$ cat src/core/sfb_pkg.sv
// constants, types and register map of the serial frame and baud block
// Contract
// - tx enable hands output pin to transmitter
// - tx disable waits until shifter, buffer empty
// - three size bits give 5-8 or 9 bits
// - received ninth bit readable in control B
// - transmitter sends ninth-bit field as bit nine
// - mode field selects async, sync, spi; spi mode runs the same logic as sync here
// - parity field: off, reserved, even, odd
// - transmitter inserts computed parity bit per frame
// - receiver checks parity, sets parity error flag
// - stop select gives one or two stops
// - sync polarity picks transmit and sample edges
// - baud divisor is 12 bits, high nibble
// - low divisor write reloads prescaler at once
// - divisor bits 15:12 read zero, written zero
// - double speed cuts ratio 16 to 8
// - short characters: upper bits ignored, read zero
package sfb_pkg;
    // ------------------------------------------------------------
    // register byte offsets
    // ------------------------------------------------------------
    localparam logic [7:0] SFB_OFF_STATUS = 8'h00;
    localparam logic [7:0] SFB_OFF_CTRL_B = 8'h04;
    localparam logic [7:0] SFB_OFF_FORMAT = 8'h08;
    localparam logic [7:0] SFB_OFF_BAUD_H = 8'h0C;
    localparam logic [7:0] SFB_OFF_BAUD_L = 8'h10;
    localparam logic [7:0] SFB_OFF_DATA   = 8'h14;
    // ------------------------------------------------------------
    // reset values and field positions
    // ------------------------------------------------------------
    localparam logic [7:0]  SFB_FORMAT_RST = 8'h06;
    localparam logic [11:0] SFB_BAUD_RST   = 12'h000;
    localparam int SFB_ST_RXC  = 7;
    localparam int SFB_ST_TXC  = 6;
    localparam int SFB_ST_U2X  = 1;
    localparam int SFB_CB_TXEN = 3;
    localparam int SFB_CB_SZ2  = 2;
    localparam int SFB_CB_TX8  = 0;
    localparam logic [1:0] SFB_MODE_SYNC = 2'b01;
    localparam logic [1:0] SFB_MODE_SPI  = 2'b11;
    localparam logic [2:0] SFB_SIZE_9    = 3'b111;
    localparam logic [4:0] SFB_RATIO_NORM = 5'h10;
    localparam logic [4:0] SFB_RATIO_DBL  = 5'h08;
    // ------------------------------------------------------------
    // state types
    // ------------------------------------------------------------
    typedef enum logic [2:0] {
        SFB_TX_IDLE, SFB_TX_START, SFB_TX_DATA, SFB_TX_PAR, SFB_TX_STOP
    } sfb_tx_state_type;
    typedef enum logic [2:0] {
        SFB_RX_IDLE, SFB_RX_START, SFB_RX_DATA, SFB_RX_PAR, SFB_RX_STOP
    } sfb_rx_state_type;
endpackage

$ cat src/core/sfb_baud_if.sv
// interface between the core and the baud generator
`timescale 1ns/1ns
interface sfb_baud_if;
    logic [11:0] divisor;
    logic        reload;
    logic        sync_mode;
    logic        double_speed;
    logic        polarity;
    logic        tick;
    logic        bit_tick;
    logic        tx_edge;
    logic        rx_edge;
    logic        xck;
    modport core (output divisor, reload, sync_mode, double_speed,
                  polarity, input tick, bit_tick, tx_edge, rx_edge, xck);
    modport gen  (input divisor, reload, sync_mode, double_speed,
                  polarity, output tick, bit_tick, tx_edge, rx_edge, xck);
endinterface

$ cat src/core/sfb_core.sv
// serial frame, mode and baud configuration block with apb registers
`timescale 1ns/1ns
module sfb_core (
    input  wire logic        pclk,
    input  wire logic        presetn,
    input  wire logic        psel,
    input  wire logic        penable,
    input  wire logic        pwrite,
    input  wire logic [7:0]  paddr,
    input  wire logic [31:0] pwdata,
    output logic      [31:0] prdata,
    output logic             pready,
    output logic             pslverr,
    input  wire logic        port_out_value,
    input  wire logic        serial_in_pin,
    output logic             serial_out_pin,
    output logic             tx_pin_override,
    output logic             sync_clock_pin_o,
    output logic             sync_clock_pin_oe
);
    import sfb_pkg::*;
    // ------------------------------------------------------------
    // apb decode
    // ------------------------------------------------------------
    wire acc_w    = psel && penable;
    wire wr_w     = acc_w && pwrite;
    wire rd_w     = acc_w && !pwrite;
    wire hit_st   = (paddr == SFB_OFF_STATUS);
    wire hit_cb   = (paddr == SFB_OFF_CTRL_B);
    wire hit_fmt  = (paddr == SFB_OFF_FORMAT);
    wire hit_bh   = (paddr == SFB_OFF_BAUD_H);
    wire hit_bl   = (paddr == SFB_OFF_BAUD_L);
    wire hit_dat  = (paddr == SFB_OFF_DATA);
    wire mapped_w = hit_st | hit_cb | hit_fmt | hit_bh | hit_bl | hit_dat;
    assign pready  = 1'b1;
    assign pslverr = acc_w && !mapped_w;

    // ------------------------------------------------------------
    // registers and decoded fields
    // ------------------------------------------------------------
    logic [7:0] fmt_q;
    logic [3:0] div_hi_q;
    logic [7:0] div_lo_q;
    logic       txen_q, sz2_q, tx8_q, u2x_q;
    logic       txc_q, perr_q, rx_full_q, rx8_q;
    logic [7:0] rx_buf_q;
    logic [8:0] txbuf_q;
    logic       txbuf_full_q;
    logic       tx_active_q;
    logic [31:0] prdata_q;
    wire [1:0] mode_w    = fmt_q[7:6];
    wire       sync_w    = (mode_w == SFB_MODE_SYNC) ||
                           (mode_w == SFB_MODE_SPI);
    wire       par_en_w  = fmt_q[5];
    wire       par_odd_w = fmt_q[4];
    wire       stop2_w   = fmt_q[3];
    wire [2:0] size_w    = {sz2_q, fmt_q[2:1]};
    wire [3:0] nbits_w   = (size_w == SFB_SIZE_9) ? 4'h9 :
                           (size_w[2] ? 4'h8 : 4'h5 + {2'b00, fmt_q[2:1]});
    wire [4:0] ratio_w   = u2x_q ? SFB_RATIO_DBL : SFB_RATIO_NORM;
    wire       data_wr_w = wr_w && hit_dat && !txbuf_full_q;
    wire       data_rd_w = rd_w && hit_dat;

    // ------------------------------------------------------------
    // baud generator
    // ------------------------------------------------------------
    sfb_baud_if bif();
    wire [7:0] div_lo_w = (wr_w && hit_bl) ? pwdata[7:0] : div_lo_q;
    assign bif.divisor      = {div_hi_q, div_lo_w};
    assign bif.reload       = wr_w && hit_bl;
    assign bif.sync_mode    = sync_w;
    assign bif.double_speed = u2x_q;
    assign bif.polarity     = fmt_q[0];
    sfb_baud u_baud (
        .pclk    (pclk),
        .presetn (presetn),
        .bif     (bif)
    );
    assign sync_clock_pin_o  = bif.xck;
    assign sync_clock_pin_oe = sync_w;

    // ------------------------------------------------------------
    // register writes and read data
    // ------------------------------------------------------------
    always_ff @(posedge pclk or negedge presetn) begin
        if (!presetn) begin
            fmt_q    <= SFB_FORMAT_RST;
            div_hi_q <= 4'h0;
            div_lo_q <= 8'h00;
            txen_q   <= 1'b0;
            sz2_q    <= 1'b0;
            tx8_q    <= 1'b0;
            u2x_q    <= 1'b0;
        end else if (wr_w) begin
            if (hit_fmt) fmt_q <= pwdata[7:0];
            // only the low nibble is kept
            if (hit_bh) div_hi_q <= pwdata[3:0];
            if (hit_bl) div_lo_q <= pwdata[7:0];
            if (hit_st) u2x_q <= pwdata[SFB_ST_U2X];
            if (hit_cb) begin
                txen_q <= pwdata[SFB_CB_TXEN];
                sz2_q  <= pwdata[SFB_CB_SZ2];
                tx8_q  <= pwdata[SFB_CB_TX8];
            end
        end
    end

    wire [7:0] rd_mux_w =
        hit_st  ? {rx_full_q, txc_q, !txbuf_full_q, 2'b00, perr_q,
                   u2x_q, 1'b0} :
        hit_cb  ? {4'h0, txen_q, sz2_q, rx8_q, tx8_q} :
        hit_fmt ? fmt_q :
        hit_bh  ? {4'h0, div_hi_q} :
        hit_bl  ? div_lo_q :
        hit_dat ? rx_buf_q : 8'h00;
    // read data captured in the setup cycle
    always_ff @(posedge pclk or negedge presetn) begin
        if (!presetn) prdata_q <= 32'h0000_0000;
        else if (psel && !penable) prdata_q <= {24'h000000, rd_mux_w};
    end
    assign prdata = prdata_q;

    // ------------------------------------------------------------
    // transmitter
    // ------------------------------------------------------------
    sfb_tx_state_type tx_state_q;
    logic [8:0] tx_sh_q;
    logic [3:0] tx_bit_q;
    logic       tx_stopc_q, tx_line_q, out_pin_q;
    logic       tx_par_w;
    wire tx_step_w = sync_w ? bif.tx_edge : bif.bit_tick;
    wire tx_load_w = tx_step_w && (tx_state_q == SFB_TX_IDLE) &&
                     txbuf_full_q && tx_active_q;
    wire tx_end_w  = tx_step_w && (tx_state_q == SFB_TX_STOP) &&
                     !tx_stopc_q;

    sfb_parity u_txpar (
        .data  (tx_sh_q),
        .nbits (nbits_w),
        .odd   (par_odd_w),
        .par   (tx_par_w)
    );

    always_ff @(posedge pclk or negedge presetn) begin
        if (!presetn) begin
            tx_state_q <= SFB_TX_IDLE;
            tx_sh_q    <= 9'h000;
            tx_bit_q   <= 4'h0;
            tx_stopc_q <= 1'b0;
            tx_line_q  <= 1'b1;
        end else if (tx_step_w) begin
            case (tx_state_q)
                SFB_TX_IDLE: if (tx_load_w) begin
                    tx_sh_q    <= txbuf_q;
                    tx_line_q  <= 1'b0;
                    tx_state_q <= SFB_TX_START;
                end
                SFB_TX_START: begin
                    tx_line_q  <= tx_sh_q[0];
                    tx_bit_q   <= 4'h0;
                    tx_state_q <= SFB_TX_DATA;
                end
                SFB_TX_DATA: if (tx_bit_q == nbits_w - 4'h1) begin
                    tx_line_q  <= par_en_w ? tx_par_w : 1'b1;
                    tx_stopc_q <= stop2_w;
                    tx_state_q <= par_en_w ? SFB_TX_PAR : SFB_TX_STOP;
                end else begin
                    tx_bit_q  <= tx_bit_q + 4'h1;
                    tx_line_q <= tx_sh_q[tx_bit_q + 4'h1];
                end
                SFB_TX_PAR: begin
                    tx_line_q  <= 1'b1;
                    tx_state_q <= SFB_TX_STOP;
                end
                SFB_TX_STOP: begin
                    if (tx_stopc_q) tx_stopc_q <= 1'b0;
                    else tx_state_q <= SFB_TX_IDLE;
                end
                default: tx_state_q <= SFB_TX_IDLE;
            endcase
        end
    end

    always_ff @(posedge pclk or negedge presetn) begin
        if (!presetn) begin
            txbuf_q      <= 9'h000;
            txbuf_full_q <= 1'b0;
            txc_q        <= 1'b0;
            tx_active_q  <= 1'b0;
            out_pin_q    <= 1'b1;
        end else begin
            // ninth bit taken with the data write
            if (data_wr_w) txbuf_q <= {tx8_q, pwdata[7:0]};
            if (data_wr_w) txbuf_full_q <= 1'b1;
            else if (tx_load_w) txbuf_full_q <= 1'b0;
            if (tx_end_w && !txbuf_full_q) txc_q <= 1'b1;
            else if (wr_w && hit_st && pwdata[SFB_ST_TXC]) txc_q <= 1'b0;
            if (txen_q) tx_active_q <= 1'b1;
            else if (tx_state_q == SFB_TX_IDLE && !txbuf_full_q)
                tx_active_q <= 1'b0;
            out_pin_q <= tx_active_q ? tx_line_q : port_out_value;
        end
    end
    assign serial_out_pin  = out_pin_q;
    assign tx_pin_override = tx_active_q;

    // ------------------------------------------------------------
    // receiver
    // ------------------------------------------------------------
    sfb_rx_state_type rx_state_q;
    logic [8:0] rx_sh_q;
    logic [3:0] rx_bit_q;
    logic [4:0] rx_cnt_q;
    logic       rx_pbit_q, rx_par_w;
    wire [4:0] rx_tgt_w  = (rx_state_q == SFB_RX_START) ?
                           (ratio_w >> 1) - 5'h01 : ratio_w - 5'h01;
    wire       rx_samp_w = sync_w ? bif.rx_edge :
                           (bif.tick && rx_cnt_q == rx_tgt_w &&
                            rx_state_q != SFB_RX_IDLE);
    wire       rx_done_w = rx_samp_w && (rx_state_q == SFB_RX_STOP);

    sfb_parity u_rxpar (
        .data  (rx_sh_q),
        .nbits (nbits_w),
        .odd   (par_odd_w),
        .par   (rx_par_w)
    );

    always_ff @(posedge pclk or negedge presetn) begin
        if (!presetn) begin
            rx_state_q <= SFB_RX_IDLE;
            rx_cnt_q   <= 5'h00;
        end else begin
            if (rx_state_q == SFB_RX_IDLE || sync_w) rx_cnt_q <= 5'h00;
            else if (bif.tick)
                rx_cnt_q <= (rx_cnt_q == rx_tgt_w) ? 5'h00 :
                            rx_cnt_q + 5'h01;
            case (rx_state_q)
                SFB_RX_IDLE: if (!serial_in_pin &&
                                 (!sync_w || bif.rx_edge))
                    rx_state_q <= sync_w ? SFB_RX_DATA : SFB_RX_START;
                SFB_RX_START: if (rx_samp_w)
                    rx_state_q <= serial_in_pin ? SFB_RX_IDLE : SFB_RX_DATA;
                SFB_RX_DATA: if (rx_samp_w && rx_bit_q == nbits_w - 4'h1)
                    rx_state_q <= par_en_w ? SFB_RX_PAR : SFB_RX_STOP;
                SFB_RX_PAR: if (rx_samp_w) rx_state_q <= SFB_RX_STOP;
                SFB_RX_STOP: if (rx_samp_w) rx_state_q <= SFB_RX_IDLE;
                default: rx_state_q <= SFB_RX_IDLE;
            endcase
        end
    end

    always_ff @(posedge pclk or negedge presetn) begin
        if (!presetn) begin
            rx_sh_q   <= 9'h000;
            rx_bit_q  <= 4'h0;
            rx_pbit_q <= 1'b0;
        end else if (rx_state_q == SFB_RX_IDLE) begin
            rx_sh_q  <= 9'h000;
            rx_bit_q <= 4'h0;
        end else if (rx_samp_w && rx_state_q == SFB_RX_DATA) begin
            rx_sh_q[rx_bit_q] <= serial_in_pin;
            rx_bit_q <= rx_bit_q + 4'h1;
        end else if (rx_samp_w && rx_state_q == SFB_RX_PAR) begin
            rx_pbit_q <= serial_in_pin;
        end
    end

    // new frame wins over a data window read in the same cycle
    always_ff @(posedge pclk or negedge presetn) begin
        if (!presetn) begin
            rx_buf_q  <= 8'h00;
            rx8_q     <= 1'b0;
            rx_full_q <= 1'b0;
            perr_q    <= 1'b0;
        end else if (rx_done_w) begin
            rx_buf_q  <= rx_sh_q[7:0];
            // ninth bit shown in control B
            rx8_q     <= rx_sh_q[8];
            rx_full_q <= 1'b1;
            perr_q    <= par_en_w && (rx_par_w != rx_pbit_q);
        end else if (data_rd_w) begin
            rx_full_q <= 1'b0;
            perr_q    <= 1'b0;
        end
    end
endmodule

$ cat src/core/sfb_parity.sv
// parity over the active data bits of a character
`timescale 1ns/1ns
module sfb_parity (
    input  wire logic [8:0] data,
    input  wire logic [3:0] nbits,
    input  wire logic       odd,
    output logic            par
);
    logic [8:0] mask;
    // unused upper bits never take part
    always_comb begin
        for (int i = 0; i < 9; i++) begin
            mask[i] = (4'(i) < nbits);
        end
    end
    assign par = (^(data & mask)) ^ odd;
endmodule

$ cat src/core/sfb_baud.sv
// baud prescaler, bit rate divider and synchronous clock
`timescale 1ns/1ns
module sfb_baud (
    input  wire logic pclk,
    input  wire logic presetn,
    sfb_baud_if.gen   bif
);
    import sfb_pkg::*;
    logic [11:0] cnt_q;
    logic [4:0]  sub_q;
    logic        xck_q;
    wire  [4:0]  ratio_w = (bif.double_speed && !bif.sync_mode) ?
                           SFB_RATIO_DBL : SFB_RATIO_NORM;
    wire         wrap_w  = (sub_q == ratio_w - 5'h01);

    assign bif.tick     = (cnt_q == 12'h000) && !bif.reload;
    assign bif.bit_tick = bif.tick && wrap_w;
    assign bif.xck      = xck_q;
    assign bif.tx_edge  = bif.tick && bif.sync_mode &&
                          (xck_q == bif.polarity);
    assign bif.rx_edge  = bif.tick && bif.sync_mode &&
                          (xck_q != bif.polarity);

    always_ff @(posedge pclk or negedge presetn) begin
        if (!presetn) begin
            cnt_q <= SFB_BAUD_RST;
            sub_q <= 5'h00;
            xck_q <= 1'b0;
        end else if (bif.reload) begin
            cnt_q <= bif.divisor;
            sub_q <= 5'h00;
        end else if (cnt_q == 12'h000) begin
            cnt_q <= bif.divisor;
            sub_q <= wrap_w ? 5'h00 : sub_q + 5'h01;
            xck_q <= bif.sync_mode ? ~xck_q : 1'b0;
        end else begin
            cnt_q <= cnt_q - 12'h001;
        end
    end
endmodule

$ cat config.mk
export PLATFORM = sky130hd
export DESIGN_NAME = sfb_core
export DESIGN_NICKNAME = d
export VERILOG_FILES = /design/src/core/sfb_pkg.sv /design/src/core/sfb_baud_if.sv /design/src/core/sfb_core.sv /design/src/core/sfb_parity.sv /design/src/core/sfb_baud.sv
export SDC_FILE = /design/constraint.sdc
export NUM_CORES = 1
export LEC_CHECK = 0
export BUFFER_PORTS_ARGS = -buffer_cell sky130_fd_sc_hd__buf_2
export CAP_MARGIN = 20
export CORE_ASPECT_RATIO = 1.2
export CORE_MARGIN = 5
export CORE_UTILIZATION = 50
export CTS_CLUSTER_SIZE = 20
export DETAILED_ROUTE_END_ITERATION = 10
export PLACE_DENSITY = 0.79
export SKIP_LAST_GASP = 1
export SLEW_MARGIN = 15
export SYNTH_ARGS = -nofsm -noshare
export SYNTH_HDL_FRONTEND = slang
export SYNTH_SLANG_ARGS = --single-unit
$ cat constraint.sdc
create_clock -name pclk -period 9.4 [get_ports pclk]
set_clock_uncertainty 0.15 [all_clocks]
set_input_delay 2.82 -clock pclk [delete_from_list [all_inputs] [get_ports pclk]]
set_output_delay 2.82 -clock pclk [all_outputs]
set_load 0.1 [all_outputs]
==> results.md, run 1 <==
- Status: completed
- Fin crit period: 7.012 ns
- Most frequent cells in the layout: 110 x dfrtp_1, 99 x nand2_1, 42 x nor2_1
- Worst path depth: 5
- Sequential share of power: 0.395
- Util after Layout: 0.5677
- First-pass GRT wire length: 24.89 mm
- Sequential fraction of the synthesis area: 0.4455
- P_sw: 440.5 µW
- Vias in the first global route: roughly 5000
- Final WL: 15.30 mm
- Final net count: approximately 740
- Largest net degree at the start of global routing: 72
- Worst R2R Start: fmt_q[2]
- Leakage: approximately 0.0034 µW
- YS warnings: 0
- # DRC: 0
- HPWL after DPL: 10.92 mm
- Fillers: around 1100
- Total chip power: 1390 µW
- Initial DRT Pass Iterations: 6
- First DRT Iteration DRCs: between 300 and 400
- Worst Hold Class: flop to flop
- CP Launch Type: primary input
- Final hold vios: 0
- Int Pwr: about 950 µW
- Sink of the worst hold path: prdata[2]
- RSZ-0062 raised after global routing: no
- Worst Reg-to-Reg Cells: 13
- R2R Setup Slk: 5.79 ns
- Post-synthesis cell area: approximately 6400 µm²
- Synth cell types: between 60 and 70
- Routed len/inst: between 15 and 20 µm
- Crit-path cells: buf_2, or3_1, nor3_1, a21oi_1, buf_2
- Reg clk slew, reported paths: 0.06 ns
- Arr. time, crit path: around 4.0 ns
- Num CTS Buffers: 17
- Starting Density: 0.5086
- PD cells: approximately 190 nW/µm²
- Ys flop type: dfrtp_1
- Sw Ratio: 0.3169
- CTS tree: yes
- EDFF count, synth: 0
- Worst path bufs/invs: 2
- Worst vdd ir: roughly 130 µV
- CTS Sinks: 114
- Final setup viols: 0
- # Max-Cap Violations: 0
- Number of I/O port buffers: 35
- Crit Path Class: primary input to output pin
- Most common cell after layout, fill and taps aside: dfrtp_1
- Core footprint: 12610 µm²
- Worst r2r dst: tx_bit_q[2]
- Std cell rows: 45
- CP top delay family: simple AND/OR/NAND/NOR gates
- Crit share post-route: 0.7459
- Die X: around 110 µm
- Worst-Skew Late Latency: 0.42 ns
- I/O pin total: 85
- Area Growth Syn to Fin: 11.61%
- Critical Path Fanout Max: 4
- Max Freq: between 100 and 150 MHz
- # resized after CTS: 0
- Total Routing Usage GR: 0.2066
- Hold-fix buffers at CTS: 0
- Final Max Slew Viols: 0
- Power share of the combinational group: 0.167
- Antenna-violating nets left: 0
- Initial antenna violation count: 0
- GRT Residual Overflow: 0
- Worst hold path depth: 1
- Vias: around 5000
- Clock Tree Buf Depth: 2
- Clk root buf: clkbuf_16
- Clock share of power: 0.437
- Die area: 15200 µm²
- Slew headroom: 0.3781
- Setup TNS: 0 ns
- Share of layout cells above drive strength 1: 0.1936
- Avg Cell Area, Syn: 9.809 µm²
- CP Capture Type: output pin
- Hold Startpoint: prdata[2]
- Ant diodes: 0
- Post-CTS setup buffers: 0
- Post-Synthesis Cells: between 600 and 700
- Worst EP required: approximately 6.4 ns
- Worst Tran Pin Value: 0.9294 ns
- Ys async rst share: 1.000
- Gpl congestion: about 0.86
- CP max stage delay: 0.42 ns
- Die span in y: 134.1 µm
- Yosys reg bits: roughly 110
- CP max stage cell: or3_1
- Most used cell, CP: buf_2
- Drt via density: just under 6
- H-tree levels: 4
## cell type report
| class | count | area, µm² | area share |
|---|---|---|---|
| Tap cell | 164 | 205.2 | 0.02866 |
| Inverter | 19 | 71.32 | 0.009962 |
| Sequential cell | 114 | 2858 | 0.3992 |
| Clock inverter | 14 | 132.6 | 0.01852 |
| Clock buffer | 18 | 429.2 | 0.05994 |
| Multi-Input combinational cell | 489 | 3263 | 0.4558 |
| Timing Repair Buffer | 38 | 200.2 | 0.02796 |
## cells by family (layout without fill, tap and decap cells)
| kind of cell | after synthesis | after routing | synth area share |
|---|---|---|---|
| simple gates | 229 | 229 | 0.1722 |
| compound gates | 121 | 121 | 0.1237 |
| flops | 114 | 114 | 0.4455 |
| buf+inv | 74 | 89 | 0.05929 |
| mux | 67 | 67 | 0.1227 |
| xor+xnor | 35 | 35 | 0.05208 |
| fa+ha+maj | 12 | 12 | 0.02340 |
| other cells | 2 | 25 | 0.001171 |
## power by group through the flow
stage | registers (µW) | logic, µW | clock network [µW]
finish | 550 | 233 | 608
floorplan | 559 | 184 | 0
CTS | 548 | 231 | 613
global placement | 554 | 222 | 0
global route | 553 | 256 | 636
detailed placement | 556 | 231 | 0
## worst max-delay path by stage
stage | end | slack, ns | from
3_5_place_dp | pslverr | 2.40 | paddr[5]
3_3_place_gp | pslverr | 2.43 | paddr[5]
6_report | pslverr | 2.39 | paddr[5]
4_1_cts | pslverr | 2.40 | paddr[5]
2_1_floorplan | pslverr | 1.79 | paddr[4]
5_1_grt | pslverr | 2.32 | paddr[5]
## sequential cells by signal, indices dropped and copies added, names as in the netlist, 3 cells and up
register	cells
rx_state_q	3
tx_sh_q	9
rx_sh_q	9
u_baud.cnt_q	12
fmt_q	8
rx_bit_q	4
div_hi_q	4
txbuf_q	9
prdata	8
u_baud.sub_q	5
rx_cnt_q	5
tx_state_q	3
div_lo_q	8
tx_bit_q	4
rx_buf_q	8
## cell usage after synthesis, types with 13 or more instances
cell / count / area, µm²
clkbuf_1: 28 / 105.1
nand3_1: 13 / 65.06
a21oi_1: 33 / 165.2
dfrtp_1: 110 / 2753
buf_4: 25 / 187.7
inv_1: 19 / 71.32
mux2_2: 41 / 461.7
xnor2_1: 23 / 201.4
mux2i_1: 16 / 160.2
nor3_1: 16 / 80.08
o21ai_0: 28 / 140.1
nand2_1: 99 / 371.6
nor2_1: 42 / 157.7
## through the flow
step           std cells  instance area, µm²  setup WS [ns]  hold WS, ns
2_1_floorplan        677                6501          1.795       0.2923
3_3_place_gp         824                6598          2.430       0.3105
3_5_place_dp         824                6598          2.403       0.3209
4_1_cts              856                7159          2.399       0.3362
5_1_grt              856                7159          2.321       0.3491
6_report             856                7159          2.388       0.3305
## worst register-to-register path, cell delays in order, from the launching register on
cell	delay, ns
dfstp_2	0.61
ha_1	0.34
nor2b_1	0.12
or2_2	0.30
ha_1	0.20
inv_1	0.09
ha_1	0.28
xor2_1	0.15
nor2_1	0.06
o2111ai_1	0.29
nand3b_1	0.16
a211oi_2	0.44
o21ai_0	0.17
o2bb2ai_1	0.15
## routing by layer
layer	up-vias	part of all wire	wire (µm)	GRT usage
met5	-	0	0	0
li1	2313	-	-	-
met4	0	0.027	420	0.09218
met2	201	0.51	7838	0.3505
met3	34	0.051	787	0.04016
met1	2469	0.41	6252	0.2550
No activity file was read; power rests on OpenSTA's default activity.
==> inputs of run 2 (changes only) <==
Settings changed: PLACE_DENSITY 0.79 to 0.81.
Clock period 9.4 ns to 6.3 ns, I/O delays scaled along.
==> run 2 against run 1 <==
  * First-iteration DRC count grew 3.3%
  * Via count rose by 0.44%
  * Final cell count decreased by 0.12%
  * Register-to-register slack got worse by 3.3 ns
  * Critical path depth stayed put
  * Die area did not move
  * Clock power increased by 61%
  * Core utilization is 0.26 points higher
  * Wire length rose by 1.5%
  * Hold slack better by 0.0031 ns
  * Sequential share of layout area decreased by 0.18 points
  * Clock-buffer cell count is 4 higher
==> results.md, run 2 (synthesis results as in run 1) <==
- Status: completed
- Sequential share of power: 0.381 (-0.014)
- Sink of the worst hold path: rx_full_q
- Number of flip-flops in the largest register: 12 (unchanged)
- Die X: 113.4 µm (unchanged)
- Int Pwr: 1512 µW (+59%)
- Place WS: 1.162 ns (-1.241 ns)
- Die span in y: 134.1 µm (unchanged)
- Core footprint: 12610 µm² (unchanged)
- Die area: 15200 µm² (unchanged)
- Initial antenna violation count: 0 (unchanged)
- Clock share of power: 0.454 (+0.017)
- Reg clk slew, reported paths: 0.05 ns (about the same)
- Crit. Startpoint: paddr[5]
- CP Launch Type: primary input
- Setup TNS: 0 ns (unchanged)
- Max Freq: ~200 MHz
- RSZ-0062 raised after global routing: no
- Antenna-violating nets left: 0 (unchanged)
- Sw Ratio: 0.2981 (-0.01883)
- Multi-input logic area: 3263 µm² (unchanged)
- Arr. time, crit path: 3.11 ns (-0.93 ns)
- Top reg by flops: u_baud.cnt_q
- Initial DRT Pass Iterations: 5 (-1)
- Cell area after placement: 6590 µm² (-0.11%)
- Worst R2R Start: u_baud.cnt_q[6]
- Critical Path Fanout Max: 4 (unchanged)
- Num CTS Buffers: 17 (unchanged)
- HPWL after DPL: 10.65 mm (-2.4%)
- Starting Density: 0.5086 (unchanged)
- Worst Reg-to-Reg Cells: 6 (-7)
- P_sw: 642.3 µW (+46%)
- Crit Path Class: primary input to output pin
- Worst Hold Class: flop to flop
- CP max stage cell: or3_1
- CTS tree: yes
- Most common cell after layout, fill and taps aside: dfrtp_1
- Vias: 5039 (+0.44%)
- PD cells: 299.6 nW/µm² (+54%)
- Clock Tree Buf Depth: 2 (unchanged)
- # DRC: 0 (unchanged)
- Most used cell, CP: buf_2
- Ant diodes: 0 (unchanged)
- Gpl congestion: 0.8746 (+1.5%)
- Worst hold path depth: 1 (unchanged)
- Leakage: 0.003394 µW (+0.90%)
- Total Routing Usage GR: 0.2054 (-0.001247)
- First-pass GRT wire length: 24.68 mm (-0.83%)
- Hold Startpoint: rx_full_q
- Worst r2r dst: tx_sh_q[6]
- CP Capture Type: output pin
- Share of layout cells above drive strength 1: 0.1896 (-0.004061)
- Worst-Skew Late Latency: 0.41 ns (about the same)
- Routed len/inst: 18.17 µm (+1.7%)
- Post-CTS setup buffers: 0 (unchanged)
- Clk root buf: clkbuf_16
- H-tree levels: 4 (unchanged)
- First DRT Iteration DRCs: 315 (+3.3%)
- Worst Tran Pin Value: 0.9752 ns (+0.04581 ns)
- Number of I/O port buffers: 35 (unchanged)
- Post-route cell area: 7192 µm² (+0.45%)
- Most frequent cells in the layout: 110 x dfrtp_1, 99 x nand2_1, 42 x nor2_1
- I/O pin total: 85 (unchanged)
- R2R Setup Slk: 2.45 ns (-3.34 ns)
- Drt via density: 5.894 (+0.56%)
- Reg area: 2858 µm² (unchanged)
- Vias in the first global route: 4893 (-1.4%)
- Worst EP required: 4.26 ns (-2.17 ns)
- # resized after CTS: 0 (unchanged)
- Hold-fix buffers at CTS: 0 (unchanged)
- Crit share post-route: 0.8174
- Area Growth Syn to Fin: 12.11%
- # Max-Cap Violations: 0 (unchanged)
- Crit-path cells: buf_2, or3_1, nor3_1, a21oi_1, buf_2
- Fillers: 1025 (-3.5%)
- Final WS setup: 1.150 ns (-1.238 ns)
- Final net count: 737 (-0.14%)
- CP max stage delay: 0.41 ns (about the same)
- Std cell rows: 45 (unchanged)
- Final WL: 15.53 mm (+1.5%)
- Slew headroom: 0.3475 (-0.03065)
- Final hold vios: 0 (unchanged)
- Worst vdd ir: 166.1 µV (+26%)
- Final setup viols: 0 (unchanged)
- CTS Sinks: 114 (unchanged)
- Final Max Slew Viols: 0 (unchanged)
- GRT Residual Overflow: 0 (unchanged)
- Largest net degree at the start of global routing: 87 (+21%)
- Power share of the combinational group: 0.165 (-0.002)
- Fin crit period: around 5.1 ns
run 2: cell count changes in the layout (fill, tap and decap cells not counted), sizes merged:
cell	change
clkbuf	+4
buf	-1
inv	-3
bufinv	+2
clkinvlp	-4
clkinv	+1
run 2: critical path, delay by kind of cell:
family	cells	cell delay (ns)
AO/OA/AOI/OAI	1	0.10
AND/OR/NAND/NOR	2	0.71
buffers and inverters	2	0.41
run 2: metal layers:
layer,global-route usage,share of wire,wire length (µm),vias up
li1,-,-,-,2312
met1,0.2499,0.40,6265,2475
met2,0.3491,0.50,7840,213
met3,0.04874,0.061,955,39
met4,0.08484,0.030,471,0
met5,0,0,0,-
run 2: how the worst max path moves through the flow:
stage                     endpoint
final                      pslverr
after global routing       pslverr
after CTS                  pslverr
after detailed placement   pslverr
after global placement     pslverr
after floorplan            pslverr
run 2: power groups by stage:
stage | clock network, µW | registers (µW) | logic [µW]
floorplan | 0 | 834 | 274
global placement | 0 | 826 | 330
detailed placement | 0 | 830 | 345
CTS | 985 | 818 | 354
global route | 1020 | 824 | 389
finish | 979 | 820 | 356
run 2: stage by stage:
step                      instances  power [µW]  utilization  hold WS [ns]
after floorplan                 677        1108            -        0.2923
after global routing            855        2235       0.5702        0.3593
after global placement          823        1156       0.5225        0.3132
after detailed placement        823        1175       0.5225        0.3202
final                           855        2155       0.5702        0.3336
after CTS                       855        2158       0.5699        0.3349
run 2: cell type report:
class	count	share of cell area
Clock inverter	10	0.01862
Inverter	19	0.009916
Sequential cell	114	0.3974
Multi-Input combinational cell	489	0.4537
Timing Repair Buffer	37	0.02731
Tap cell	164	0.02853
Clock buffer	22	0.06454
==> inputs of run 3 (changes only) <==
Settings changed: PLACE_DENSITY 0.81 to 0.79.
Clock period 6.3 ns to 4.9 ns, I/O delays scaled along.
==> run 3 against run 2 <==
  * Global-route usage is 0.47 points higher
  * Core utilization is 0.24 points higher
  * First-iteration DRC count is 5.7% lower
  * Die area stayed put
  * Critical endpoint unchanged
  * Largest cell class unchanged
==> results.md, run 3 (synthesis results as in run 1) <==
- Status: completed
- PD cells: 385.1 nW/µm² (+29%)
- Crit share post-route: 0.8885
- Largest net degree at the start of global routing: 73 (-16%)
- Reg clk slew, reported paths: 0.05 ns (about the same)
- Clk root buf: clkbuf_16
- # Max-Cap Violations: 0 (unchanged)
- Clock Tree Buf Depth: 2 (unchanged)
- Worst vdd ir: 335.7 µV (+100%)
- Final setup viols: 0 (unchanged)
- CP max stage delay: 0.42 ns (about the same)
- H-tree levels: 4 (unchanged)
- CTS tree: yes
- Initial antenna violation count: 0 (unchanged)
- Antenna-violating nets left: 0 (unchanged)
- Final net count: 739 (+0.27%)
- Ant diodes: 0 (unchanged)
- CP Capture Type: output pin
- Crit-path cells: buf_2, or3_1, nor3_1, a21oi_2, buf_2
- Number of flip-flops in the largest register: 12 (unchanged)
- Crit Path Class: primary input to output pin
- Most common cell after layout, fill and taps aside: dfrtp_1
- Slew headroom: 0.3701 (+0.02262)
- Worst-Skew Late Latency: 0.42 ns (about the same)
- Area Growth Syn to Fin: 12.58%
- Top reg by flops: u_baud.cnt_q
- Total Routing Usage GR: 0.2101 (+0.004741)
- CTS Sinks: 114 (unchanged)
- Most frequent cells in the layout: 110 x dfrtp_1, 99 x nand2_1, 42 x nor2_1
- Initial DRT Pass Iterations: 5 (unchanged)
- Worst Hold Class: flop to flop
- Final WL: 15.42 mm (-0.70%)
- Final Max Slew Viols: 0 (unchanged)
- Drt via density: 5.925 (+0.54%)
- Int Pwr: 1945 µW (+29%)
- Die span in y: 134.1 µm (unchanged)
- Fin crit period: roughly 4.4 ns
- First-pass GRT wire length: 25.32 mm (+2.6%)
- Most used cell, CP: buf_2
- Starting Density: 0.5086 (unchanged)
- Number of I/O port buffers: 35 (unchanged)
- RSZ-0062 raised after global routing: no
- Die X: 113.4 µm (unchanged)
- P_sw: 836.6 µW (+30%)
- Routed len/inst: 18.00 µm (-0.93%)
- Std cell rows: 45 (unchanged)
- Critical Path Fanout Max: 4 (unchanged)
- CP Launch Type: primary input
- I/O pin total: 85 (unchanged)
- Worst EP required: 3.28 ns (-0.98 ns)
- Post-CTS setup buffers: 0 (unchanged)
- Hold-fix buffers at CTS: 0 (unchanged)
- Power share of the combinational group: 0.164 (about the same)
- Worst hold slack: 0.3375 ns (+0.003961 ns)
- HPWL after DPL: 10.81 mm (+1.5%)
- GRT Residual Overflow: 0 (unchanged)
- Core footprint: 12610 µm² (unchanged)
- Die area: 15200 µm² (unchanged)
- Gpl congestion: 0.8817 (+0.81%)
- First DRT Iteration DRCs: 297 (-5.7%)
- Fillers: 1029 (+0.39%)
- Share of layout cells above drive strength 1: 0.1977 (+0.008111)
- Util after Layout: 0.5726 (+0.002381)
- Leakage: 0.003400 µW (+0.18%)
- Vias in the first global route: 5025 (+2.7%)
- Clock share of power: 0.456 (+0.002)
- # DRC: 0 (unchanged)
- Setup TNS: 0 ns (unchanged)
- Max Freq: 229.7 MHz
- Num CTS Buffers: 17 (unchanged)
- # resized after CTS: 0 (unchanged)
- Vias: 5078 (+0.77%)
- Sequential share of power: 0.380 (about the same)
- CP max stage cell: or3_1
- Arr. time, crit path: 2.73 ns (-0.38 ns)
- Worst Tran Pin Value: 0.9414 ns (-0.03381 ns)
- Final hold vios: 0 (unchanged)
- Sw Ratio: 0.3008 (+0.002691)
==> run 3: cell count changes in the layout (fill, tap and decap cells not counted), sizes merged <==
cell | previous run | this run
clkbuf | 22 | 19
clkinvlp | 2 | 5
buf | 37 | 39
==> run 3: cell type report <==
class	instances	area, µm²	share of cell area
repair buffers	39	207.7	0.02876
flip-flops and latches	114	2858	0.3957
well taps	164	205.2	0.02841
clock inverters	13	160.2	0.02218
inverters	19	71.32	0.009875
multi-input cells	489	3267	0.4524
clock buffers	19	452.9	0.06272
==> run 3: path summary, 6_finish.rpt <==
kind / cells past startpoint / slack (ns) / start / to
min in group asynchronous: 1 / 1.05 / presetn / rx_sh_q[1]
setup / recovery: 5 / 0.55 / paddr[5] / pslverr
max in group asynchronous: 2 / 2.64 / presetn / fmt_q[2]
hold reg to reg: 2 / 0.34 / prdata[5] / prdata[5]
hold / removal: 2 / 0.34 / prdata[5] / prdata[5]
setup reg to reg: 13 / 1.27 / fmt_q[2] / tx_bit_q[1]
==> run 3: metal layers <==
| metal | share of wire | GRT usage | vias to the layer above |
|---|---|---|---|
| met3 | 0.059 | 0.05235 | 42 |
| li1 | - | - | 2312 |
| met4 | 0.032 | 0.09085 | 0 |
| met2 | 0.50 | 0.3554 | 226 |
| met5 | 0 | 0 | - |
| met1 | 0.41 | 0.2539 | 2498 |
==> run 3: critical path, delay by kind of cell <==
kind,cells,cell delay (ns)
AOI/OAI and AO/OA,1,0.09
buffers and inverters,2,0.40
and+or+nand+nor,2,0.77
==> run 3: power by group through the flow <==
stage	logic (µW)	clock network, µW	registers, µW
floorplan	353	0	1070
global placement	428	0	1060
detailed placement	447	0	1070
CTS	453	1290	1050
global route	495	1330	1060
finish	456	1270	1060
==> run 3: through the flow <==
| step | setup WS (ns) | std cells | power, µW | instance area, µm² |
|---|---|---|---|---|
| floorplan | 0.5986 | 677 | 1425 | 6505 |
| global placement | 0.5941 | 825 | 1490 | 6609 |
| detailed placement | 0.5758 | 825 | 1513 | 6609 |
| CTS | 0.5656 | 857 | 2790 | 7222 |
| global route | 0.5037 | 857 | 2891 | 7222 |
| finish | 0.5464 | 857 | 2781 | 7222 |
